--- config.mk ---
export PLATFORM = sky130hd
export DESIGN_NAME = ddct_timer
export DESIGN_NICKNAME = d
export VERILOG_FILES = /design/src/design/ddct_pkg.sv /design/src/design/ddct_timer.sv
export SDC_FILE = /design/constraint.sdc
export NUM_CORES = 1
export LEC_CHECK = 0
export BUFFER_PORTS_ARGS = -buffer_cell sky130_fd_sc_hd__buf_4
export CAP_MARGIN = 20
export CORE_MARGIN = 1.5
export CORE_UTILIZATION = 30
export DETAILED_ROUTE_END_ITERATION = 10
export MAX_ROUTING_LAYER = met4
export PLACE_DENSITY = 0.56
export SKIP_CTS_REPAIR_TIMING = 1
export SLEW_MARGIN = 20
export SYNTH_ARGS = -nofsm -noshare
export SYNTH_HDL_FRONTEND = slang
export SYNTH_SLANG_ARGS = --single-unit
--- constraint.sdc ---
create_clock -name clk_sys -period 5.76 [get_ports clk_sys]
set_clock_uncertainty 0.05 [all_clocks]
set_input_delay 0.864 -clock clk_sys [delete_from_list [all_inputs] [get_ports clk_sys]]
set_output_delay 0.864 -clock clk_sys [all_outputs]
set_load 0.01 [all_outputs]
--- src/design/ddct_pkg.sv ---
`default_nettype none
package ddct_pkg;
  // clock and noise rejector timing
  localparam int CLK_HZ = 20_000_000;
  localparam int FILT_HZ = 2048;
  // one internal sampling falling edge per period, rounded down
  localparam int FILT_CYC = CLK_HZ / FILT_HZ;
  // register byte offsets
  localparam logic [7:0] OFS_CTRL = 8'h00;
  localparam logic [7:0] OFS_PRE = 8'h04;
  localparam logic [7:0] OFS_RLD0 = 8'h08;
  localparam logic [7:0] OFS_RLD1 = 8'h0c;
  localparam logic [7:0] OFS_CNT0 = 8'h10;
  localparam logic [7:0] OFS_CNT1 = 8'h14;
  localparam logic [7:0] OFS_FLAG = 8'h18;
  localparam logic [7:0] OFS_MASK = 8'h1c;
  // control and flag register fields
  localparam int CTRL_W = 14;
  localparam int CB_RUN0 = 0;
  localparam int CB_RUN1 = 1;
  localparam int CB_W16 = 2;
  localparam int CB_EVM = 3;
  localparam int CB_POL = 4;
  localparam int CB_FEN = 5;
  localparam int CB_TSEL = 6;
  localparam int CB_PS0 = 8;
  localparam int CB_CK0 = 12;
  localparam int FB_TOG = 2;
  // values after reset
  localparam logic [CTRL_W-1:0] CTRL_RST = 14'h0000;
  localparam logic [7:0] BYTE_RST = 8'h00;
  // prescaler terminal counts for codes 00, 01, 10, 11
  localparam logic [3:0][7:0] PS_TC = {8'hff, 8'h1f, 8'h03, 8'h00};
endpackage
`default_nettype wire

--- src/design/ddct_timer.sv ---
// Summary of operation
// two 8-bit down counters, each with its own 8-bit reload value.
// width mode 0 runs both timers separately with their own controls.
// preload strobe 1 copies the reload value into the counter.
// run control 1 lets the count clock decrement; 0 halts it.
// stop and restart keep the count; counting resumes from it.
// reading the low count freezes the high count; read low first.
// on underflow the counter reloads and keeps counting.
// underflow drives interrupt request, toggle output, and timer 1 serial clock.
// counter mode 0 makes timer 0 count the prescaler; reset selects it.
// timer 1 never counts the event input.
// counter mode 1 makes timer 0 count event input edges.
// event mode ignores timer 0 prescale ratio and source select.
// polarity 0 counts falling edges, 1 counts rising edges.
// noise filter enable inserts a rejector before the event input.
// rejector accepts a change at the second 2048 Hz falling edge.
// the pulse source holds each level at least 0.98 ms.
// prescale codes 00..11 divide by 1, 4, 32, 256.
// source select 0 picks low-speed, 1 high-speed oscillator.
// underflow sets the flag always; request only while mask enables.
// toggle output flips on each underflow of the selected timer.
// event input is synchronised before edge detection, one decrement each.
//
// The AHB-Lite slave port and the address map were decided locally.
`default_nettype none
module ddct_timer #(
  parameter int FILT_CYCLES = ddct_pkg::FILT_CYC
) (
  input wire logic clk_sys,
  input wire logic reset_n,
  input wire logic hsel,
  input wire logic [31:0] haddr,
  input wire logic [1:0] htrans,
  input wire logic hwrite,
  input wire logic [2:0] hsize,
  input wire logic [31:0] hwdata,
  input wire logic hready,
  output logic [31:0] hrdata,
  output logic hreadyout,
  output logic hresp,
  input wire logic lowSpeedOsc,
  input wire logic highSpeedOsc,
  input wire logic eventInputPin,
  output logic underflowToggleOutput,
  output logic serialClkOut,
  output logic irqReqT0,
  output logic irqReqT1
);

  typedef struct packed {
    logic [ddct_pkg::CTRL_W-1:0] ctrl;
    logic [1:0][7:0] rld;
    logic [1:0][7:0] cnt;
    logic [1:0][7:0] ps;
    logic [7:0] hold;
    logic [1:0] flag;
    logic [1:0] mask;
    logic tog;
    logic ser;
    logic [2:0][3:0] pin;
    logic fLvl;
    logic evPrev;
    logic [1:0] fCnt;
    logic [13:0] fDiv;
    logic dWr;
    logic rdPend;
    logic [7:0] dAddr;
    logic [31:0] rdata;
  } ddct_st_t;

  ddct_st_t st_r;
  ddct_st_t st_nxt;

  logic [2:0] rawPin;
  logic [2:0] acc;
  logic [1:0] oscRise;
  logic [1:0] pre;
  logic [1:0] run;
  logic [1:0] psOut;
  logic [1:0] tk;
  logic [1:0] uf;
  logic [1:0] code;
  logic chain;
  logic evMode;
  logic evSrc;
  logic evEdge;
  logic evTick;
  logic fTick;
  logic ufSel;
  logic addrPhase;

  assign rawPin = {eventInputPin, highSpeedOsc, lowSpeedOsc};

  always_comb begin
    st_nxt = st_r;
    code = 2'b00;
    // bus: zero-wait writes, one wait state on reads so a read just
    // after a write sees the written value
    addrPhase = hsel && htrans[1] && hready;
    st_nxt.dWr = addrPhase && hwrite;
    st_nxt.rdPend = addrPhase && !hwrite;
    if (addrPhase) begin
      st_nxt.dAddr = haddr[7:0];
    end
    // three-stage pin synchronisers; a level is taken once stages 2 and 3
    // agree, stage 1 feeds only stage 2
    for (int k = 0; k < 3; k++) begin
      acc[k] = st_r.pin[k][3];
      st_nxt.pin[k][0] = rawPin[k];
      st_nxt.pin[k][1] = st_r.pin[k][0];
      st_nxt.pin[k][2] = st_r.pin[k][1];
      if (st_r.pin[k][1] == st_r.pin[k][2]) begin
        st_nxt.pin[k][3] = st_r.pin[k][2];
      end
    end
    for (int k = 0; k < 2; k++) begin
      oscRise[k] = (st_r.pin[k][1] == st_r.pin[k][2]) &&
                   st_r.pin[k][2] && !st_r.pin[k][3];
    end
    // internal 2048 Hz falling-edge tick
    fTick = (st_r.fDiv == 14'(FILT_CYCLES - 1));
    st_nxt.fDiv = fTick ? 14'h0000 : st_r.fDiv + 14'h0001;
    // noise rejector: a changed level must survive two sampling edges
    if (!st_r.ctrl[ddct_pkg::CB_FEN]) begin
      st_nxt.fLvl = acc[2];
      st_nxt.fCnt = 2'b00;
    end else if (acc[2] == st_r.fLvl) begin
      st_nxt.fCnt = 2'b00;
    end else if (fTick) begin
      if (st_r.fCnt == 2'b01) begin
        st_nxt.fLvl = acc[2];
        st_nxt.fCnt = 2'b00;
      end else begin
        st_nxt.fCnt = st_r.fCnt + 2'b01;
      end
    end
    evSrc = st_r.fLvl;
    st_nxt.evPrev = evSrc;
    evEdge = (evSrc != st_r.evPrev);
    chain = st_r.ctrl[ddct_pkg::CB_W16];
    evMode = st_r.ctrl[ddct_pkg::CB_EVM];
    evTick = evEdge && (evSrc == st_r.ctrl[ddct_pkg::CB_POL]);
    // in chained mode timer 0's run bit steers both halves
    run[0] = st_r.ctrl[ddct_pkg::CB_RUN0];
    run[1] = chain ? st_r.ctrl[ddct_pkg::CB_RUN0]
                   : st_r.ctrl[ddct_pkg::CB_RUN1];
    for (int i = 0; i < 2; i++) begin
      pre[i] = st_r.dWr && (st_r.dAddr == ddct_pkg::OFS_PRE) && hwdata[i];
      code = st_r.ctrl[ddct_pkg::CB_PS0 + 2 * i +: 2];
      psOut[i] = 1'b0;
      // prescaler only runs while its timer runs
      if (!run[i]) begin
        st_nxt.ps[i] = 8'h00;
      end else if (oscRise[st_r.ctrl[ddct_pkg::CB_CK0 + i]]) begin
        if (st_r.ps[i] == ddct_pkg::PS_TC[code]) begin
          st_nxt.ps[i] = 8'h00;
          psOut[i] = 1'b1;
        end else begin
          st_nxt.ps[i] = st_r.ps[i] + 8'h01;
        end
      end
      if (i == 0) begin
        tk[0] = run[0] && (evMode ? evTick : psOut[0]);
      end else begin
        tk[1] = run[1] && (chain ? uf[0] : psOut[1]);
      end
      uf[i] = 1'b0;
      if (pre[i]) begin
        st_nxt.cnt[i] = st_r.rld[i];
      end else if (tk[i]) begin
        if (st_r.cnt[i] == 8'h00) begin
          uf[i] = 1'b1;
          st_nxt.cnt[i] = st_r.rld[i];
        end else begin
          st_nxt.cnt[i] = st_r.cnt[i] - 8'h01;
        end
      end
    end
    ufSel = st_r.ctrl[ddct_pkg::CB_TSEL] ? uf[1] : uf[0];
    if (ufSel) begin
      st_nxt.tog = !st_r.tog;
    end
    if (uf[1]) begin
      st_nxt.ser = !st_r.ser;
    end
    // register writes; a set in the clearing cycle wins
    st_nxt.flag = st_r.flag | uf;
    if (st_r.dWr) begin
      unique case (st_r.dAddr)
        ddct_pkg::OFS_CTRL: st_nxt.ctrl = hwdata[ddct_pkg::CTRL_W-1:0];
        ddct_pkg::OFS_RLD0: st_nxt.rld[0] = hwdata[7:0];
        ddct_pkg::OFS_RLD1: st_nxt.rld[1] = hwdata[7:0];
        ddct_pkg::OFS_FLAG: st_nxt.flag = (st_r.flag & ~hwdata[1:0]) | uf;
        ddct_pkg::OFS_MASK: st_nxt.mask = hwdata[1:0];
        default: st_nxt.rdata = st_r.rdata;
      endcase
    end
    // read capture; low count read freezes the high count
    if (st_r.rdPend) begin
      unique case (st_r.dAddr)
        ddct_pkg::OFS_CTRL: st_nxt.rdata = {18'h00000, st_r.ctrl};
        ddct_pkg::OFS_RLD0: st_nxt.rdata = {24'h000000, st_r.rld[0]};
        ddct_pkg::OFS_RLD1: st_nxt.rdata = {24'h000000, st_r.rld[1]};
        ddct_pkg::OFS_CNT0: begin
          st_nxt.rdata = {24'h000000, st_r.cnt[0]};
          st_nxt.hold = st_r.cnt[1];
        end
        ddct_pkg::OFS_CNT1: st_nxt.rdata = {24'h000000, st_r.hold};
        ddct_pkg::OFS_FLAG: st_nxt.rdata = {29'h0, st_r.tog, st_r.flag};
        ddct_pkg::OFS_MASK: st_nxt.rdata = {30'h0, st_r.mask};
        default: st_nxt.rdata = 32'h00000000;
      endcase
    end
  end

  always_ff @(posedge clk_sys or negedge reset_n) begin
    if (!reset_n) begin
      st_r <= '0;
      st_r.ctrl <= ddct_pkg::CTRL_RST;
      st_r.rld <= {ddct_pkg::BYTE_RST, ddct_pkg::BYTE_RST};
    end else begin
      st_r <= st_nxt;
    end
  end

  assign hrdata = st_r.rdata;
  assign hreadyout = !st_r.rdPend;
  assign hresp = 1'b0;
  assign underflowToggleOutput = st_r.tog;
  assign serialClkOut = st_r.ser;
  assign irqReqT0 = st_r.flag[0] && st_r.mask[0];
  assign irqReqT1 = st_r.flag[1] && st_r.mask[1];
endmodule
`default_nettype wire

==> out/qor.txt <==
outcome: completed
Simple-Gate Fraction of Synth Area: 0.1729
TritonCTS buffer count: 17
Syn Area/Cell: 10.49 µm²
placed instance area: 0.006979 mm²
Synth cell types: 66
WS Path Type: reg2reg
complex-gate fraction of the synthesized area: 0.1366
cells after synthesis: 621
H-tree Lvls: 4
max_cap viols: 0
LEAKAGE: 0.003424 µW
Slew Limit Fails: 0
Max Clk Rate: 0.3456 GHz
Initial Utilization: 0.3079
Async SR Flop Fraction: 1.000
Place WS: 2.891 ns
largest family of logic cells by synthesized area: simple AND/OR/NAND/NOR gates
Worst Tran Pin Value: 0.9538 ns
post-synthesis xor/xnor area fraction: 0.02690
type of destination of the critical path: flop
Critical Path AT: 3.15 ns
Final setup viols: 0
Root Buffer: clkbuf_16
Final Worst Setup Slack: 2.866 ns
largest net degree at the start of global routing: 81
Crit Path Max Fanout: 12
drt drc: 0
area delta synth->final: 16.45%
hold depth: 0
first-pass GRT wire length: 24340 µm
register area share after synthesis: 0.4995
layout cells sized above 1: 0.2027
CTS tree: done
# fillers: 2110
die area: 0.02260 mm²
Power, Total: 2542 µW
initial antenna violation count: 0
Die Wd: 150.3 µm
most numerous cell in the Yosys netlist: dfrtp_1
Adder-Cell Fraction of Synth Area: 0.02075
VDD IR max: 0.1864 mV
IO buf count: 49
RSZ-0062 raised after global routing: no
Post-synth EDFFs: 0
P per Cell Area: 335.2 mW/mm²
IO Count: 115
period utilization: 0.5024
Design Area, Final: 0.007584 mm²
via count: 4714
cell count of the worst reg-to-reg path: 7
RePlAce Congestion: 0.8396
Period minus WS final: 2.894 ns
final core utilization: 0.3585
clk buf depth: 2
Area contributors post-synth: dfrtp_1 50%, mux2_2 7.1%, buf_4 3.9%
DRT Pass-1 Iters: 7
Ys Warns: 0
Rel. slew slack: 0.3624
vias per std cell: 4.983
Final Hold Viols: 0
vias in the first global route: 4537
mux share of post-synthesis cell area: 0.07800
CTS clk-pin slew, worst paths: 0.06 ns
DRT antenna net count: 0
#FFs+latches synth: 130
First DRT Iteration DRCs: 395
post-synth top area cell: dfrtp_1
most common library cells after synthesis: 130 x dfrtp_1, 48 x nand2_1, 41 x mux2_2, 41 x o21ai_0, 37 x nand3_1
core area: 0.02115 mm²
HPWL after DPL: 10520 µm
clk sink count: 130
Layout Nets: 745
Die Height: 150.3 µm
Most used DFF post-synth: dfrtp_1
antenna cell count: 0
area of the mapped netlist: 0.006512 mm²
Total Wirelength: 14830 µm
Critical Path RT: 6.01 ns
hold crit path type: reg2reg
Final TNS setup: 0 ns
drt wl/cell: 15.68 µm
Core Rows: 53
total gr overflow: 0
Critical Path Source Type: flop
Synth top area share: 0.4995
GRT Util Overall: 0.1450
clk_lat worst skew: 0.42 ns
## cell families (layout without fill, tap and decap cells)
group           Yosys count  count (layout)
simple gates            204             204
compound gates          135             135
flops                   130             130
buf+inv                  75             107
mux                      45              45
xor+xnor                 20              20
fa+ha+maj                11              11
other cells               1              19
## routing by layer
layer | vias to the layer above | global-route usage | share of wire
li1 | 2273 | - | -
met1 | 2288 | 0.2013 | 0.49
met2 | 136 | 0.2094 | 0.44
met3 | 17 | 0.03515 | 0.057
met4 | 0 | 0.04167 | 0.011
met5 | - | - | 0
## worst max-delay path: stages (launching register included)
cell and delay [ns]:
dfrtp_1 0.46, nor4_2 0.56, nand4_2 0.34, and4_1 0.32, a221oi_2 0.28, buf_4 0.23
and2_4 0.22, mux2_4 0.31
## layout by cell type (no fill, tap or decap), drive strengths merged, types with 4 or more instances in the layout
| cell | instances |
|---|---|
| a21o | 8 |
| a21oi | 21 |
| a222oi | 6 |
| a22oi | 13 |
| a31oi | 7 |
| and2 | 7 |
| and3 | 15 |
| buf | 51 |
| clkbuf | 19 |
| clkinv | 7 |
| clkinvlp | 4 |
| conb | 19 |
| dfrtp | 130 |
| ha | 10 |
| inv | 23 |
| mux2 | 43 |
| nand2 | 48 |
| nand2b | 7 |
| nand3 | 37 |
| nand3b | 4 |
| nand4 | 8 |
| nor2 | 37 |
| nor2b | 6 |
| nor3 | 9 |
| nor4 | 6 |
| nor4b | 5 |
| o211ai | 4 |
| o21ai | 44 |
| o221ai | 7 |
| o22ai | 5 |
| or3 | 4 |
| xnor2 | 7 |
| xor2 | 13 |
## where the power goes
group	internal (µW)	total, µW	switching (µW)
clock network	690	1100	413
logic	152	327	175
registers	999	1110	112
## through the flow
step / hold slack [ns] / std cells
2_1_floorplan: 0.2812 / 639
3_3_place_gp: 0.2838 / 914
3_5_place_dp: 0.2847 / 914
4_1_cts: 0.2938 / 946
5_1_grt: 0.3172 / 946
6_report: 0.2955 / 946
## flip-flops by register name (all words and copies together), names as in the netlist
signal and cells:
st_r 99, hrdata 14, st_nxt 6, acc 3
code 2, chain 1, evMode 1, evSrc 1
run 1, serialClkOut 1, underflowToggleOutput 1
## cell type report
cell class | count | area, µm² | area share
Sequential cell | 130 | 3253 | 0.4290
Inverter | 24 | 90.09 | 0.01188
Tap cell | 275 | 344.1 | 0.04537
Clock buffer | 19 | 442.9 | 0.05841
Multi-Input combinational cell | 434 | 2905 | 0.3831
Timing Repair Buffer | 51 | 386.6 | 0.05098
Clock inverter | 13 | 161.4 | 0.02128
## final timing paths
| kind | from | end | slack (ns) |
|---|---|---|---|
| max | st_r[36] | st_r[111] | 2.87 |
| min | st_nxt[69] | st_nxt[70] | 0.30 |
| max reg2reg | st_r[36] | st_r[111] | 2.87 |
| min reg2reg | st_nxt[69] | st_nxt[70] | 0.30 |
| max in group asynchronous | reset_n | hrdata[0] | 4.06 |
| min in group asynchronous | reset_n | hrdata[10] | 0.43 |
No activity file was read; power rests on OpenSTA's default activity.
